**src/swq_regs.svh**
```systemverilog
// Purpose: register map, field positions and fixed codes of the wake qualifier
// Assumes: included by bare name from the design files
// Notes: permission masks are {reset type, after power loss, deep sleep, ordinary sleep}
`ifndef SWQ_REGS_SVH
`define SWQ_REGS_SVH
`define SWQ_ADDR_W 8
`define SWQ_OFS_CTRL 8'h00
`define SWQ_OFS_STAT 8'h04
`define SWQ_OFS_USBEN 8'h08
`define SWQ_OFS_GPEN0 8'h0C
`define SWQ_OFS_GPST0 8'h18
`define SWQ_WORD_STEP 8'h04
`define SWQ_C_RTC 0
`define SWQ_C_AUDIO 1
`define SWQ_C_B0 2
`define SWQ_C_SEC 3
`define SWQ_C_PCIEDIS 4
`define SWQ_C_HNWK 5
`define SWQ_C_LANOVR 6
`define SWQ_C_ACWK 7
`define SWQ_C_USBDEEP 8
`define SWQ_C_USBMODE 9
`define SWQ_C_ALERTNAT 10
`define SWQ_C_LANGPIO 11
`define SWQ_C_TIER2 12
`define SWQ_CTRL_W 13
`define SWQ_CTRL_RST 13'h0000
`define SWQ_S_WAKE 0
`define SWQ_S_B0 1
`define SWQ_S_SMBWK 2
`define SWQ_S_TIER2 3
`define SWQ_S_RTC 4
`define SWQ_S_PWRBTN 5
`define SWQ_S_LAN 6
`define SWQ_S_PCIE 7
`define SWQ_S_AC 8
`define SWQ_S_USB 9
`define SWQ_S_SEC 10
`define SWQ_S_ME 11
`define SWQ_S_ALERT 12
`define SWQ_S_SLV 13
`define SWQ_STAT_W 14
`define SWQ_STAT_RST 14'h0000
`define SWQ_CTX_SX 4'h1
`define SWQ_CTX_DEEP 4'h2
`define SWQ_CTX_LOSS 4'h4
`define SWQ_CTX_RESET 4'h8
`define SWQ_CTX_NONE 4'h0
`define SWQ_PERM_RTC 4'h7
`define SWQ_PERM_PWRBTN 4'hF
`define SWQ_PERM_GPIO 4'h1
`define SWQ_PERM_LAN 4'hF
`define SWQ_PERM_AUDIO 4'h1
`define SWQ_PERM_PRI 4'h5
`define SWQ_PERM_SEC 4'h5
`define SWQ_PERM_PCIE 4'h7
`define SWQ_PERM_ALERT 4'hD
`define SWQ_PERM_SLV 4'hD
`define SWQ_PERM_HN 4'hD
`define SWQ_PERM_ME 4'hD
`define SWQ_SLV_WAKE_CMD 8'h01
`define SWQ_RST_TYPES 7
`define SWQ_RESP_OKAY 2'h0
`define SWQ_RESP_SLVERR 2'h2
`endif

```
**src/swq_pkg.sv**
```systemverilog
// Purpose: shared types of the wake qualifier
// Assumes: constants live in swq_regs.svh
// Notes: sleep state is reported by the sequencer outside this block
package swq_pkg;
  typedef enum logic [1:0] {
    SWQ_S0 = 2'b00,
    SWQ_SX = 2'b01,
    SWQ_DEEP = 2'b10,
    SWQ_SX_AFTER_DEEP = 2'b11
  } swq_pstate_t;
endpackage

```
**src/swq_axil_slave.sv**
```systemverilog
// Purpose: AXI4-Lite slave front end, one write and one read at a time
// Assumes: register file answers rdData/rdErr combinationally from rdAddr
// Notes: write fires in the first cycle that both address and data are held
`timescale 1ns/1ns
`default_nettype none
`include "swq_regs.svh"
module swq_axil_slave
  import swq_pkg::*;
(
  input wire logic sys_clk,
  input wire logic rst,
  input wire logic clkEn,
  input wire logic awvalid,
  output logic awready,
  input wire logic [`SWQ_ADDR_W-1:0] awaddr,
  input wire logic wvalid,
  output logic wready,
  input wire logic [31:0] wdata,
  input wire logic [3:0] wstrb,
  output logic bvalid,
  input wire logic bready,
  output logic [1:0] bresp,
  input wire logic arvalid,
  output logic arready,
  input wire logic [`SWQ_ADDR_W-1:0] araddr,
  output logic rvalid,
  input wire logic rready,
  output logic [31:0] rdata,
  output logic [1:0] rresp,
  output logic wrEn,
  output logic [`SWQ_ADDR_W-1:0] wrAddr,
  output logic [31:0] wrData,
  output logic [3:0] wrStrb,
  input wire logic wrErr,
  output logic [`SWQ_ADDR_W-1:0] rdAddr,
  input wire logic [31:0] rdData,
  input wire logic rdErr
);
  typedef struct packed {
    logic awHeld;
    logic [`SWQ_ADDR_W-1:0] addr;
    logic wHeld;
    logic [31:0] data;
    logic [3:0] strb;
    logic bvalid;
    logic [1:0] bresp;
    logic rvalid;
    logic [31:0] rdata;
    logic [1:0] rresp;
  } swq_axs_t;
  swq_axs_t st_ff;
  swq_axs_t nxt_st;
  assign awready = clkEn & ~st_ff.awHeld & ~st_ff.bvalid;
  assign wready = clkEn & ~st_ff.wHeld & ~st_ff.bvalid;
  assign arready = clkEn & ~st_ff.rvalid;
  assign wrEn = clkEn & st_ff.awHeld & st_ff.wHeld & ~st_ff.bvalid;
  assign wrAddr = st_ff.addr;
  assign wrData = st_ff.data;
  assign wrStrb = st_ff.strb;
  assign rdAddr = araddr;
  assign bvalid = st_ff.bvalid;
  assign bresp = st_ff.bresp;
  assign rvalid = st_ff.rvalid;
  assign rdata = st_ff.rdata;
  assign rresp = st_ff.rresp;
  always_comb begin
    nxt_st = st_ff;
    if (awvalid && awready) begin
      nxt_st.awHeld = 1'b1;
      nxt_st.addr = awaddr;
    end
    if (wvalid && wready) begin
      nxt_st.wHeld = 1'b1;
      nxt_st.data = wdata;
      nxt_st.strb = wstrb;
    end
    if (wrEn) begin
      nxt_st.awHeld = 1'b0;
      nxt_st.wHeld = 1'b0;
      nxt_st.bvalid = 1'b1;
      nxt_st.bresp = wrErr ? `SWQ_RESP_SLVERR : `SWQ_RESP_OKAY;
    end
    if (st_ff.bvalid && bready) begin
      nxt_st.bvalid = 1'b0;
    end
    if (arvalid && arready) begin
      nxt_st.rvalid = 1'b1;
      nxt_st.rdata = rdErr ? 32'h00000000 : rdData;
      nxt_st.rresp = rdErr ? `SWQ_RESP_SLVERR : `SWQ_RESP_OKAY;
    end
    if (st_ff.rvalid && rready) begin
      nxt_st.rvalid = 1'b0;
    end
  end
  always_ff @(posedge sys_clk) begin
    if (rst) begin
      st_ff <= '0;
    end else if (clkEn) begin
      st_ff <= nxt_st;
    end
  end
endmodule
`default_nettype wire

```
**src/swq_edge_det.sv**
```systemverilog
// Purpose: rising and falling edge detect on a vector of event levels
// Assumes: inputs synchronous to sys_clk
// Notes: history resets low, so a level high at release reads as a rise
`timescale 1ns/1ns
`default_nettype none
module swq_edge_det
  import swq_pkg::*;
#(
  parameter int W = 8
) (
  input wire logic sys_clk,
  input wire logic rst,
  input wire logic clkEn,
  input wire logic [W-1:0] sig,
  output logic [W-1:0] rise,
  output logic [W-1:0] fall
);
  typedef struct packed {
    logic [W-1:0] prev;
  } swq_edge_t;
  swq_edge_t st_ff;
  swq_edge_t nxt_st;
  always_comb begin
    nxt_st = st_ff;
    nxt_st.prev = sig;
  end
  always_ff @(posedge sys_clk) begin
    if (rst) begin
      st_ff <= '0;
    end else if (clkEn) begin
      st_ff <= nxt_st;
    end
  end
  assign rise = clkEn ? (sig & ~st_ff.prev) : '0;
  assign fall = clkEn ? (~sig & st_ff.prev) : '0;
endmodule
`default_nettype wire

```
**src/swq_wake_qualifier.sv**
```systemverilog
// Purpose: qualify wake sources against enables and present sleep context
// Assumes: sleep state, power loss and reset cause come from the sequencer
// Notes: event inputs are levels sampled on sys_clk; rises count as events
// Notes on behaviour
// - rtc alarm wakes if enabled, not after reset
// - power button always wakes, every context
// - gpio wakes only from ordinary sleep
// - in_n_a native unless pin in gpio mode
// - audio sets bus-zero status, wakes if enabled
// - primary pm event: sleep, power loss, enabled
// - pcie wake unless disabled, not after reset
// - smbus alert only in native pin mode
// - slave message 01h always wakes, not deep
// - management wake always, except deep sleep
// - lan override enables in_n_a everywhere
// - ac change leaves deep sleep to sleep only
// - usb connect enable only in deep contexts
// - usb port needs its deep enable bit set
// - usb route mode must select wake
// - battery low blocks every wake and exit
// - 72 gpio status bits, tier two summarised
// - reset types are the seven forced-off causes
// - blocked wakes latched, acted on after release
// - wake status set on every wake request, not on a deep exit
`timescale 1ns/1ns
`default_nettype none
`include "swq_regs.svh"
module swq_wake_qualifier
  import swq_pkg::*;
#(
  parameter int NUM_GPIO = 72,
  parameter int NUM_USB = 16
) (
  input wire logic sys_clk,
  input wire logic rst,
  input wire logic clkEn,
  input wire logic awvalid,
  output logic awready,
  input wire logic [`SWQ_ADDR_W-1:0] awaddr,
  input wire logic wvalid,
  output logic wready,
  input wire logic [31:0] wdata,
  input wire logic [3:0] wstrb,
  output logic bvalid,
  input wire logic bready,
  output logic [1:0] bresp,
  input wire logic arvalid,
  output logic arready,
  input wire logic [`SWQ_ADDR_W-1:0] araddr,
  output logic rvalid,
  input wire logic rready,
  output logic [31:0] rdata,
  output logic [1:0] rresp,
  input wire swq_pstate_t sleepState,
  input wire logic afterPowerLoss,
  input wire logic [`SWQ_RST_TYPES-1:0] resetCause,
  input wire logic g3Event,
  input wire logic batteryLowN,
  input wire logic rtcAlarm,
  input wire logic powerButtonPress,
  input wire logic inNA,
  input wire logic pcieWakeN,
  input wire logic smbusAlertInN,
  input wire logic meWakeReq,
  input wire logic primaryPmEvt,
  input wire logic secondaryPmEvt,
  input wire logic audioWakeEvt,
  input wire logic hostNotifyMsg,
  input wire logic slaveMsgValid,
  input wire logic [7:0] slaveMsgCmd,
  input wire logic [NUM_GPIO-1:0] gpioTier1Evt,
  input wire logic gpioTier2Evt,
  input wire logic [NUM_USB-1:0] usbConnect,
  input wire logic acPowerPresent,
  output logic wakeReq,
  output logic deepExitReq,
  output logic wakeStatus
);
  localparam int GP_WORDS = (NUM_GPIO + 31) / 32;
  localparam int GP_PAD = GP_WORDS * 32;
  localparam int NUM_LVL = 12;
  localparam int EV_W = NUM_LVL + NUM_GPIO + NUM_USB;

  typedef struct packed {
    logic [`SWQ_CTRL_W-1:0] ctrl;
    logic [`SWQ_STAT_W-1:0] stat;
    logic [NUM_USB-1:0] usbEn;
    logic [NUM_GPIO-1:0] gpEn;
    logic [NUM_GPIO-1:0] gpSt;
    logic pend;
    logic pendAc;
    logic wakeReq;
    logic deepExit;
    swq_pstate_t prevState;
  } swq_main_t;

  swq_main_t st_ff;
  swq_main_t nxt_st;

  logic wrEn;
  logic [`SWQ_ADDR_W-1:0] wrAddr;
  logic [31:0] wrData;
  logic [3:0] wrStrb;
  logic wrErr;
  logic [`SWQ_ADDR_W-1:0] rdAddr;
  logic [31:0] rdData;
  logic rdErr;
  logic [EV_W-1:0] evLvl;
  logic [EV_W-1:0] evRise;
  logic [EV_W-1:0] evFall;
  logic [3:0] ctx;
  logic afterReset;
  logic [NUM_GPIO-1:0] gpRise;
  logic [NUM_USB-1:0] usbRise;

  function automatic logic [31:0] strbMask(input logic [3:0] strb);
    logic [31:0] m;
    m = 32'h00000000;
    for (int b = 0; b < 4; b++) begin
      m[b*8 +: 8] = {8{strb[b]}};
    end
    return m;
  endfunction

  function automatic logic [31:0] merge(input logic [31:0] old, input logic [31:0] d, input logic [3:0] strb);
    return (old & ~strbMask(strb)) | (d & strbMask(strb));
  endfunction

  // one-hot context column for the present sleep situation
  function automatic logic [3:0] ctxOf(input swq_pstate_t s, input logic loss, input logic rstType);
    logic [3:0] c;
    c = `SWQ_CTX_NONE;
    case (s)
      SWQ_SX, SWQ_SX_AFTER_DEEP: begin
        if (rstType) begin
          c = `SWQ_CTX_RESET;
        end else if (loss) begin
          c = `SWQ_CTX_LOSS;
        end else begin
          c = `SWQ_CTX_SX;
        end
      end
      SWQ_DEEP: begin
        c = `SWQ_CTX_DEEP;
      end
      default: begin
        c = `SWQ_CTX_NONE;
      end
    endcase
    return c;
  endfunction

  function automatic logic permit(input logic [3:0] mask, input logic [3:0] c);
    return |(mask & c);
  endfunction

  function automatic logic isGpWord(input logic [`SWQ_ADDR_W-1:0] a, input logic [`SWQ_ADDR_W-1:0] base);
    logic hit;
    hit = 1'b0;
    for (int w = 0; w < GP_WORDS; w++) begin
      if (a == base + `SWQ_ADDR_W'(w * 4)) begin
        hit = 1'b1;
      end
    end
    return hit;
  endfunction

  swq_axil_slave u_bus (
    .sys_clk(sys_clk),
    .rst(rst),
    .clkEn(clkEn),
    .awvalid(awvalid),
    .awready(awready),
    .awaddr(awaddr),
    .wvalid(wvalid),
    .wready(wready),
    .wdata(wdata),
    .wstrb(wstrb),
    .bvalid(bvalid),
    .bready(bready),
    .bresp(bresp),
    .arvalid(arvalid),
    .arready(arready),
    .araddr(araddr),
    .rvalid(rvalid),
    .rready(rready),
    .rdata(rdata),
    .rresp(rresp),
    .wrEn(wrEn),
    .wrAddr(wrAddr),
    .wrData(wrData),
    .wrStrb(wrStrb),
    .wrErr(wrErr),
    .rdAddr(rdAddr),
    .rdData(rdData),
    .rdErr(rdErr)
  );

  assign evLvl = {usbConnect, gpioTier1Evt, acPowerPresent, gpioTier2Evt, hostNotifyMsg, audioWakeEvt,
                  secondaryPmEvt, primaryPmEvt, meWakeReq, ~smbusAlertInN, ~pcieWakeN, ~inNA,
                  powerButtonPress, rtcAlarm};

  swq_edge_det #(.W(EV_W)) u_edge (
    .sys_clk(sys_clk),
    .rst(rst),
    .clkEn(clkEn),
    .sig(evLvl),
    .rise(evRise),
    .fall(evFall)
  );

  assign gpRise = evRise[NUM_LVL +: NUM_GPIO];
  assign usbRise = evRise[NUM_LVL + NUM_GPIO +: NUM_USB];
  assign afterReset = |resetCause;
  assign ctx = ctxOf(sleepState, afterPowerLoss, afterReset);

  assign wrErr = ~((wrAddr == `SWQ_OFS_CTRL) | (wrAddr == `SWQ_OFS_STAT) | (wrAddr == `SWQ_OFS_USBEN) |
                   isGpWord(wrAddr, `SWQ_OFS_GPEN0) | isGpWord(wrAddr, `SWQ_OFS_GPST0));

  always_comb begin
    logic [GP_PAD-1:0] enPad;
    logic [GP_PAD-1:0] stPad;
    rdData = 32'h00000000;
    rdErr = 1'b0;
    enPad = GP_PAD'(st_ff.gpEn);
    stPad = GP_PAD'(st_ff.gpSt);
    if (rdAddr == `SWQ_OFS_CTRL) begin
      rdData = 32'(st_ff.ctrl);
    end else if (rdAddr == `SWQ_OFS_STAT) begin
      rdData = 32'({~batteryLowN, st_ff.pend, st_ff.stat});
    end else if (rdAddr == `SWQ_OFS_USBEN) begin
      rdData = 32'(st_ff.usbEn);
    end else if (isGpWord(rdAddr, `SWQ_OFS_GPEN0)) begin
      for (int w = 0; w < GP_WORDS; w++) begin
        if (rdAddr == `SWQ_OFS_GPEN0 + `SWQ_ADDR_W'(w * 4)) begin
          rdData = enPad[w*32 +: 32];
        end
      end
    end else if (isGpWord(rdAddr, `SWQ_OFS_GPST0)) begin
      for (int w = 0; w < GP_WORDS; w++) begin
        if (rdAddr == `SWQ_OFS_GPST0 + `SWQ_ADDR_W'(w * 4)) begin
          rdData = stPad[w*32 +: 32];
        end
      end
    end else begin
      rdErr = 1'b1;
    end
  end

  always_comb begin
    logic [GP_PAD-1:0] enPad;
    logic [GP_PAD-1:0] stPad;
    logic lanEn;
    logic b0Evt;
    logic usbDeepHit;
    logic slvHit;
    logic hit;
    logic acHit;
    logic blocked;
    logic asleep;
    nxt_st = st_ff;
    enPad = GP_PAD'(st_ff.gpEn);
    stPad = GP_PAD'(st_ff.gpSt);
    // software writes first, so hardware sets below win over clears
    if (wrEn) begin
      if (wrAddr == `SWQ_OFS_CTRL) begin
        nxt_st.ctrl = `SWQ_CTRL_W'(merge(32'(st_ff.ctrl), wrData, wrStrb));
      end
      if (wrAddr == `SWQ_OFS_STAT) begin
        nxt_st.stat = st_ff.stat & ~`SWQ_STAT_W'(wrData & strbMask(wrStrb));
      end
      if (wrAddr == `SWQ_OFS_USBEN) begin
        nxt_st.usbEn = NUM_USB'(merge(32'(st_ff.usbEn), wrData, wrStrb));
      end
      for (int w = 0; w < GP_WORDS; w++) begin
        if (wrAddr == `SWQ_OFS_GPEN0 + `SWQ_ADDR_W'(w * 4)) begin
          enPad[w*32 +: 32] = merge(enPad[w*32 +: 32], wrData, wrStrb);
        end
        if (wrAddr == `SWQ_OFS_GPST0 + `SWQ_ADDR_W'(w * 4)) begin
          stPad[w*32 +: 32] = stPad[w*32 +: 32] & ~(wrData & strbMask(wrStrb));
        end
      end
    end
    nxt_st.gpEn = enPad[NUM_GPIO-1:0];
    nxt_st.gpSt = stPad[NUM_GPIO-1:0] | gpRise;
    // native alert mode is lost on power loss or on entering deep sleep
    nxt_st.prevState = sleepState;
    if (g3Event || (sleepState == SWQ_DEEP && st_ff.prevState != SWQ_DEEP)) begin
      nxt_st.ctrl[`SWQ_C_ALERTNAT] = 1'b0;
    end
    lanEn = ~st_ff.ctrl[`SWQ_C_LANGPIO] | st_ff.ctrl[`SWQ_C_LANOVR];
    // ordinary-sleep usb connects ride the bus-zero path
    b0Evt = evRise[6] | (|usbRise & sleepState == SWQ_SX);
    usbDeepHit = st_ff.ctrl[`SWQ_C_USBDEEP] & st_ff.ctrl[`SWQ_C_USBMODE]
                 & |(usbRise & st_ff.usbEn)
                 & (sleepState == SWQ_DEEP || sleepState == SWQ_SX_AFTER_DEEP);
    slvHit = slaveMsgValid & (slaveMsgCmd == `SWQ_SLV_WAKE_CMD);
    // status bits record events whatever the context
    if (evRise[0]) nxt_st.stat[`SWQ_S_RTC] = 1'b1;
    if (evRise[1]) nxt_st.stat[`SWQ_S_PWRBTN] = 1'b1;
    if (evRise[2]) nxt_st.stat[`SWQ_S_LAN] = 1'b1;
    if (evRise[3]) nxt_st.stat[`SWQ_S_PCIE] = 1'b1;
    if (evRise[4]) nxt_st.stat[`SWQ_S_ALERT] = 1'b1;
    if (evRise[5]) nxt_st.stat[`SWQ_S_ME] = 1'b1;
    if (b0Evt || evRise[8]) nxt_st.stat[`SWQ_S_B0] = 1'b1;
    if (evRise[7]) nxt_st.stat[`SWQ_S_SEC] = 1'b1;
    if (evRise[9]) nxt_st.stat[`SWQ_S_SMBWK] = 1'b1;
    if (evRise[10]) nxt_st.stat[`SWQ_S_TIER2] = 1'b1;
    if (evRise[11] || evFall[11]) nxt_st.stat[`SWQ_S_AC] = 1'b1;
    if (|usbRise) nxt_st.stat[`SWQ_S_USB] = 1'b1;
    if (slvHit) nxt_st.stat[`SWQ_S_SLV] = 1'b1;
    // sources gated by their context column and any enable; usb deep wake by sleep state instead
    hit = (evRise[0] & st_ff.ctrl[`SWQ_C_RTC] & permit(`SWQ_PERM_RTC, ctx))
        | (evRise[1] & permit(`SWQ_PERM_PWRBTN, ctx))
        | (evRise[2] & lanEn & permit(`SWQ_PERM_LAN, ctx))
        | (evRise[3] & ~st_ff.ctrl[`SWQ_C_PCIEDIS] & permit(`SWQ_PERM_PCIE, ctx))
        | (evRise[4] & st_ff.ctrl[`SWQ_C_ALERTNAT] & permit(`SWQ_PERM_ALERT, ctx))
        | (evRise[5] & permit(`SWQ_PERM_ME, ctx))
        | (b0Evt & st_ff.ctrl[`SWQ_C_B0] & permit(`SWQ_PERM_PRI, ctx))
        | (evRise[7] & st_ff.ctrl[`SWQ_C_SEC] & permit(`SWQ_PERM_SEC, ctx))
        | (evRise[8] & st_ff.ctrl[`SWQ_C_AUDIO] & permit(`SWQ_PERM_AUDIO, ctx))
        | (evRise[9] & st_ff.ctrl[`SWQ_C_HNWK] & permit(`SWQ_PERM_HN, ctx))
        | (evRise[10] & st_ff.ctrl[`SWQ_C_TIER2] & permit(`SWQ_PERM_GPIO, ctx))
        | (|(gpRise & st_ff.gpEn) & permit(`SWQ_PERM_GPIO, ctx))
        | (slvHit & permit(`SWQ_PERM_SLV, ctx))
        | usbDeepHit;
    acHit = (evRise[11] | evFall[11]) & st_ff.ctrl[`SWQ_C_ACWK] & (sleepState == SWQ_DEEP);
    asleep = sleepState != SWQ_S0;
    blocked = ~batteryLowN;
    nxt_st.wakeReq = 1'b0;
    nxt_st.deepExit = 1'b0;
    if (!asleep) begin
      nxt_st.pend = 1'b0;
      nxt_st.pendAc = 1'b0;
    end else if (blocked) begin
      // hold events until battery low releases
      nxt_st.pend = st_ff.pend | hit;
      nxt_st.pendAc = st_ff.pendAc | acHit;
    end else begin
      nxt_st.wakeReq = hit | st_ff.pend;
      nxt_st.deepExit = (acHit | st_ff.pendAc) & ~(hit | st_ff.pend);
      nxt_st.pend = 1'b0;
      nxt_st.pendAc = 1'b0;
    end
    if (nxt_st.wakeReq) begin
      nxt_st.stat[`SWQ_S_WAKE] = 1'b1;
    end
  end

  always_ff @(posedge sys_clk) begin
    if (rst) begin
      st_ff <= '0;
      st_ff.ctrl <= `SWQ_CTRL_RST;
      st_ff.stat <= `SWQ_STAT_RST;
      st_ff.prevState <= SWQ_S0;
    end else if (clkEn) begin
      st_ff <= nxt_st;
    end
  end

  assign wakeReq = st_ff.wakeReq;
  assign deepExitReq = st_ff.deepExit;
  assign wakeStatus = st_ff.stat[`SWQ_S_WAKE];
endmodule
`default_nettype wire

```
**config.mk**
```make
export PLATFORM = sky130hd
export DESIGN_NAME = swq_wake_qualifier
export DESIGN_NICKNAME = d
export VERILOG_FILES = /design/src/swq_pkg.sv /design/src/swq_axil_slave.sv /design/src/swq_edge_det.sv /design/src/swq_wake_qualifier.sv
export VERILOG_INCLUDE_DIRS = /design/src /design/src/src
export SDC_FILE = /design/constraint.sdc
export NUM_CORES = 1
export LEC_CHECK = 0
export BUFFER_PORTS_ARGS = -buffer_cell sky130_fd_sc_hd__buf_2
export CAP_MARGIN = 15
export CORE_UTILIZATION = 55
export DETAILED_ROUTE_END_ITERATION = 16
export GPL_TIMING_DRIVEN = 1
export PLACE_DENSITY = 0.77
export SLEW_MARGIN = 10
export SYNTH_ARGS = -nofsm -noshare
export SYNTH_HDL_FRONTEND = slang
export SYNTH_SLANG_ARGS = --single-unit
```
**constraint.sdc**
```tcl
create_clock -name sys_clk -period 3.86 [get_ports sys_clk]
set_input_delay 0.772 -clock sys_clk [delete_from_list [all_inputs] [get_ports sys_clk]]
set_output_delay 0.772 -clock sys_clk [all_outputs]
set_load 0.01 [all_outputs]
```
==> summary.md, run 1 <==
| Metric | Value |
|---|---|
| Cts hold-fix bufs | `0` |
| Endpoint arrival time on the critical path | `3.45 ns` |
| Nature of the critical path endpoint | `flop` |
| Yosys top cell area share | `44.8%` |
| Max-capacitance violation count | `0` |
| Cell-by-cell trace of the critical path | `buf_2, or4_4, nor3_2, and3_1, nor2_4, or3_1, nor3_4, buf_4, a22oi_1, nor2_1` |
| Post-synthesis sequential area ratio | `44.8%` |
| Violation count after the first detailed-routing iteration | `2014` |
| Number of cells in the finished layout apart from fillers | `2587` |
| Placement Setup Slack | `0.386 ns` |
| Number of buffers inserted to repair setup after CTS | `0` |
| Clock root buffer master | `sky130_fd_sc_hd__clkbuf_16` |
| Maximum net fanout on the critical path | `16` |
| Input/output buffers | `222` |
| Distinct cell type count of the synthesized netlist | `62` |
| Antenna viol nets, final | `0` |
| Static Leakage | `7.23 nW` |
| Detailed-router iteration count before antenna repair | `6` |
| Power per Cell Area | `441 nW/µm²` |
| Setup TNS | `0 ns` |
| Number of enable-type register cells in the synthesized netlist | `0` |
| Detailed Route WL | `55.0 mm` |
| Clk Latency, worst-skew pair | `0.54 ns` |
| Final hold vios | `0` |
| Initial core utilization | `56.2%` |
| Die outline height | `177 µm` |
| Cts bufs inserted | `41` |
| Cell Count Post-Placement | `2513` |
| Result of the run | `finished, final reports clean` |
| Layout Nets | `2347` |
| Estimated wirelength of the detail-placed design | `39.1 mm` |
| Clock transition at the registers of the reported paths | `0.06 ns` |
| Asr flop ratio synth | `0%` |
| Global route overflow | `0` |
| Via count of the routed design | `16100` |
| Width of the chip | `177 µm` |
| Netlist area before placement | `16800 µm²` |
| Post-synth top area cell | `sky130_fd_sc_hd__dfxtp_1` |
| Largest buffer count on any clock path | `3` |
| Post-CTS sizing | `0` |
| Floorplan core area | `29800 µm²` |
| Cell with the biggest individual delay on the critical path | `sky130_fd_sc_hd__or4_4` |
| Clock period minus worst slack | `2.99 ns` |
| Measured slew at the worst slew-check pin | `1.25 ns` |
| Initial antenna violation count | `2` |
| Required @ worst endpoint | `4.32 ns` |
| Post-placement cell area | `18000 µm²` |
| Worst hold slack after final layout | `0.432 ns` |
| Final setup fails | `0` |
| Fraction of final layout cells sized beyond drive strength 1 | `17.1%` |
| Final non-filler cell area | `19200 µm²` |
| Routed length per placed instance | `21.3 µm` |
| Unrepaired setup endpoints after global routing | `false` |
| Total Power Consumption | `8.49 mW` |
| Number of top-level design ports | `225` |
| Most area-consuming cells after synthesis | `sky130_fd_sc_hd__dfxtp_1, sky130_fd_sc_hd__mux2i_1, sky130_fd_sc_hd__a21oi_1` |
| First-pass GRT wire length | `82.9 mm` |
| Area growth syn-to-layout | `14.8%` |
| Path type of the worst setup path | `input port to flop` |
| Post-route worst setup slack | `0.870 ns` |
| Most instantiated flip-flop cell in the synthesis netlist | `sky130_fd_sc_hd__dfxtp_1` |
| Worst hold-check path type | `input port to flop` |
| Die area | `31200 µm²` |
| Crit-path max cell delay | `0.61 ns` |
| Total number of yosys warnings | `0` |
| GR Util All Layers | `34.4%` |
| Sort of element at the start of the critical path | `input port` |
| Maximum VDD drop | `0.000264 V` |
| Row cnt | `63` |
| Clock sink count | `375` |
| Max Transition Viols Final | `0` |
| Average size of a mapped cell | `8.29 µm²` |
| Final core utilization | `64.6%` |
| Post-DR vias/cell | `6.22` |
| GP Congestion | `0.955` |
| Via count of the first global-routing pass | `14800` |
| Fin crit share | `77.5%` |
| DRC | `0` |
| Register bit total from synthesis | `375` |
| Maximum level of the CTS H-tree | `2` |
| CTS tree | `yes` |
| Worst rel slew slack | `16.8%` |
| Number of instances in the synthesized netlist | `2021` |
| Achievable frequency | `334 MHz` |
| Clock skew | `0.0184 ns` |
| Largest net degree at the start of global routing | `132` |
| # diodes | `0` |
## cell type report
cell class                 instances  area (µm²)
clock buffer                      62        1160
clock inverter                    12        67.6
fill                            2610       10600
inverter                          60         225
multi-input combinational       1411        8200
sequential                       375        7510
tap                              390         488
timing repair buffer             277        1590
## cell families (layout without fill, tap and decap cells)
group | count (synthesis) | count (layout) | share of synthesized area (%)
other | 1 | 2 | 0.0224
AOI/OAI and AO/OA | 495 | 495 | 18.0
and+or+nand+nor | 785 | 785 | 23.0
buffers and inverters | 236 | 411 | 6.38
DFF | 375 | 375 | 44.8
xor gates and xnor gates | 1 | 1 | 0.0523
muxes | 128 | 128 | 7.69
## final timing paths
path                                     start                            to  slack [ns]  cells after the start
setup / recovery                     araddr[1]  u_bus.rdata[16]$_SDFFE_PP0P_        0.87                     10
hold / removal                       pcieWakeN  u_edge.st_ff[3]$_SDFFE_PP0P_        0.43                      2
setup reg to reg  u_bus.wrAddr[0]$_SDFFE_PP0P_                          flop        1.09                      6
hold reg to reg   u_bus.wrAddr[6]$_SDFFE_PP0P_  u_bus.wrAddr[6]$_SDFFE_PP0P_        0.45                      2
## synth_stat cells (6+ instances only)
master                      count
sky130_fd_sc_hd__o221ai_1       6
sky130_fd_sc_hd__mux2_2         6
sky130_fd_sc_hd__nor2b_1       25
sky130_fd_sc_hd__nor2_2        11
sky130_fd_sc_hd__nand2_1      308
sky130_fd_sc_hd__clkbuf_1     112
sky130_fd_sc_hd__dfxtp_1      375
sky130_fd_sc_hd__o211ai_1      12
sky130_fd_sc_hd__buf_4         37
sky130_fd_sc_hd__inv_1         60
sky130_fd_sc_hd__a22oi_2       10
sky130_fd_sc_hd__o21ai_0       89
sky130_fd_sc_hd__a32oi_1       26
sky130_fd_sc_hd__a22oi_1       55
sky130_fd_sc_hd__a21oi_1      243
sky130_fd_sc_hd__and3_1         6
sky130_fd_sc_hd__o2111ai_1     19
sky130_fd_sc_hd__nor3_1         8
sky130_fd_sc_hd__a211oi_1       6
sky130_fd_sc_hd__nand4b_1      57
sky130_fd_sc_hd__nand3b_1      57
sky130_fd_sc_hd__mux2i_1      122
sky130_fd_sc_hd__buf_1         13
sky130_fd_sc_hd__nor2_1       175
sky130_fd_sc_hd__and2_1        10
sky130_fd_sc_hd__a211o_1        6
sky130_fd_sc_hd__buf_2          9
sky130_fd_sc_hd__nor4_1        13
sky130_fd_sc_hd__nand3_1       85
## routing by layer
layer | vias up | wire length, µm | track usage [%]
li1 | 7382 | - | -
met1 | 7667 | 22700 | 46.9
met2 | 881 | 24500 | 53.5
met3 | 162 | 5660 | 6.40
met4 | 2 | 2040 | 13.8
met5 | - | 13 | 0
## where the power goes
group          switching (mW)  internal (mW)  leakage [nW]
registers               0.123           4.03          3.06
logic                   0.417          0.284          3.55
clock network            1.56           2.08         0.614
total                    2.10           6.39          7.23
## worst max-delay path: cells and delay by family
kind,cells,cell delay [ns]
AND/OR/NAND/NOR,7,2.11
buffers and inverters,2,0.42
AO/OA/AOI/OAI,1,0.11
## layout by cell type (no fill, tap or decap), drive strengths merged, types with 3 or more instances in the layout
master,netlist,layout
nor2b,25,25
nand4,4,4
a22oi,65,65
a211o,7,7
o221ai,6,6
o21ai,90,90
mux2i,122,122
clkinv,0,10
nand3,86,86
mux2,6,6
inv,60,62
and3,6,6
nand2,308,308
a211oi,6,6
a21oi,243,243
and2,10,10
a31oi,5,5
or3,5,5
a221o,3,3
o211ai,12,12
clkbuf,113,62
nand3b,57,57
nand4b,57,57
dfxtp,375,375
buf,63,277
or4,3,3
nand2b,5,5
nor4,14,14
nor3,10,10
a32oi,26,26
o2111ai,19,19
nor2,187,187
No activity file was read; power rests on OpenSTA's default activity.
==> run 2, diff against run 1 <==
Settings changed: CORE_UTILIZATION 55 to 52, PLACE_DENSITY 0.77 to 0.76.
Clock period 3.86 ns to 2.6 ns, I/O delays scaled along.
==> run 2 against run 1 <==
  * Hold slack lost 0.24 ns
  * Register-to-register slack worse by 0.99 ns
  * Sequential power grew 49%
  * Clock skew barely moved
  * Clock power rose by 59%
  * Worst setup slack got worse by 0.77 ns
  * Combinational power is 64% higher
  * Non-clock buffer count up 77
  * Sequential share of layout area fell by 1.8 points
  * Routed wire length rose by 7.2%
  * Sequential cell count did not move
  * Via count is 3.1% higher
  * Largest power group unchanged
==> summary.md, run 2 (synthesis results as in run 1) <==
| Metric | Value |
|---|---|
| Result of the run | `finished, final reports clean` |
| Max-capacitance violation count | `0` |
| First-pass GRT wire length | `90.0 mm` |
| Initial antenna violation count | `1` |
| Die area | `32900 µm²` |
| Estimated wirelength of the detail-placed design | `43.2 mm` |
| Clock sink count | `375` |
| Violation count after the first detailed-routing iteration | `2111` |
| Input/output buffers | `222` |
| Detailed-router iteration count before antenna repair | `6` |
| Layout Nets | `2424` |
| Cell with the biggest individual delay on the critical path | `sky130_fd_sc_hd__or4_1` |
| Share of total power in sequential cells | `47.1%` |
| Number of top-level design ports | `225` |
| GP Congestion | `1.00` |
| Clock skew | `0.0185 ns` |
| Setup TNS | `0 ns` |
| Commonest cells after routing, fill and taps aside | `sky130_fd_sc_hd__dfxtp_1, sky130_fd_sc_hd__nand2_1, sky130_fd_sc_hd__a21oi_1` |
| Endpoint arrival time on the critical path | `2.96 ns` |
| Achievable frequency | `400 MHz` |
| Die outline height | `182 µm` |
| Sum of buffers and inverters on the critical path | `1` |
| Cell-by-cell trace of the critical path | `nand4b_1, o2111ai_1, nor4_1, nand2_1, nor4_2, buf_4, a221oi_1, or4_1, a21oi_1` |
| Cts hold-fix bufs | `0` |
| Global route overflow | `0` |
| Initial core utilization | `53.0%` |
| Via count of the routed design | `16600` |
| Routed length per placed instance | `22.0 µm` |
| Maximum net fanout on the critical path | `3` |
| Sort of element at the start of the critical path | `flop` |
| Static Leakage | `7.71 nW` |
| Clk Latency, worst-skew pair | `0.54 ns` |
| Area growth syn-to-layout | `20.4%` |
| Width of the chip | `182 µm` |
| Clock transition at the registers of the reported paths | `0.06 ns` |
| Nature of the critical path endpoint | `flop` |
| Clock root buffer master | `sky130_fd_sc_hd__clkbuf_16` |
| Post-DR vias/cell | `6.20` |
| Required @ worst endpoint | `3.06 ns` |
| Clock period minus worst slack | `2.50 ns` |
| CTS tree | `yes` |
| Via count of the first global-routing pass | `15700` |
| Unrepaired setup endpoints after global routing | `false` |
| Max Transition Viols Final | `0` |
| Detailed Route WL | `58.9 mm` |
| Worst hold-check path type | `input port to flop` |
| Path type of the worst setup path | `flop to flop` |
| Row cnt | `65` |
| Crit-path max cell delay | `0.53 ns` |
| Final setup fails | `0` |
| Final hold vios | `0` |
| Floorplan core area | `31600 µm²` |
| Worst hold slack after final layout | `0.191 ns` |
| Cell internal pwr | `9.87 mW` |
| Maximum level of the CTS H-tree | `2` |
| # diodes | `0` |
| Largest net degree at the start of global routing | `82` |
| Largest buffer count on any clock path | `3` |
| Part of the power in combinational logic | `8.8%` |
| GR Util All Layers | `35.2%` |
| Antenna viol nets, final | `0` |
| Worst rel slew slack | `47.5%` |
| Fraction of final layout cells sized beyond drive strength 1 | `20.0%` |
| Fin crit share | `96.1%` |
| Proportion of power drawn by the clock network | `44.1%` |
| Net Switching | `3.23 mW` |
| Cts bufs inserted | `41` |
| Most common library cell in the layout ignoring fill and taps | `sky130_fd_sc_hd__dfxtp_1` |
| Power per Cell Area | `649 nW/µm²` |
| DRC | `0` |
| Maximum VDD drop | `0.000503 V` |
| Delay-heaviest family, CP | `simple AND/OR/NAND/NOR gates` |
| Sw frac | `24.6%` |
| Measured slew at the worst slew-check pin | `0.786 ns` |
run 2: cell count changes in the layout (fill, tap and decap cells not counted), moves of 2 or more:
cell | before | now
sky130_fd_sc_hd__buf_4 | 51 | 109
sky130_fd_sc_hd__buf_12 | 4 | 23
sky130_fd_sc_hd__clkinv_2 | 10 | 5
sky130_fd_sc_hd__clkbuf_8 | 6 | 10
sky130_fd_sc_hd__bufinv_16 | 0 | 2
run 2: through the flow:
step           power [mW]  std cells  instance area [µm²]  util [%]  setup slack, ns
3_5_place_dp         7.41       2602                18800      59.6           -0.451
4_1_cts              13.1       2676                20200      63.7           0.0279
6_report             13.1       2676                20200      63.8            0.102
2_1_floorplan        6.85       2022                16800         -           -0.113
3_3_place_gp         7.38       2602                18800      59.6           -0.465
5_1_grt              13.5       2676                20200      63.8          0.00192
run 2: final timing paths:
path,startpoint,endpoint,slack (ns),cells past startpoint
setup / recovery,u_edge.st_ff[23]$_SDFFE_PP0P_,deepExitReq$_SDFFE_PP0P_,0.10,9
hold / removal,smbusAlertInN,u_edge.st_ff[4]$_SDFFE_PP0P_,0.19,2
setup reg to reg,u_edge.st_ff[23]$_SDFFE_PP0P_,deepExitReq$_SDFFE_PP0P_,0.10,9
hold reg to reg,u_bus.rdata[12]$_SDFFE_PP0P_,u_bus.rdata[12]$_SDFFE_PP0P_,0.45,2
run 2: worst register-to-register path: cells and delay by family, from the launching register on:
kind	cells	cell delay, ns
flops	1	0.45
simple gates	5	1.38
compound gates	3	0.42
buf+inv	1	0.17
run 2: per-layer routing:
metal | part of all wire, % | global-route usage (%) | wire length, µm | vias up
li1 | - | - | - | 7550
met1 | 41 | 47.0 | 23900 | 7834
met2 | 45 | 56.4 | 26500 | 1041
met3 | 11 | 6.58 | 6480 | 175
met4 | 3.6 | 13.2 | 2110 | 0
met5 | 0 | 0 | 0 | -
run 2: power groups by stage:
stage	Clock, mW	Combinational, mW	Sequential, mW
finish	5.78	1.15	6.17
global route	6.05	1.24	6.18
CTS	5.80	1.14	6.15
detailed placement	0	1.13	6.28
global placement	0	1.11	6.27
floorplan	0	0.646	6.20
run 2: repair_timing:
item	in CTS	in global routing
buffers inserted	0	0
setup endpoints to repair	0	44
gates resized for setup	0	2
run 2: final cells by class:
type,count,area (µm²)
repair buffers,354,2410
clock buffers,65,1220
clock inverters,9,103
flip-flops and latches,375,7510
well taps,402,503
fillers,2763,11500
multi-input cells,1411,8210
inverters,60,225
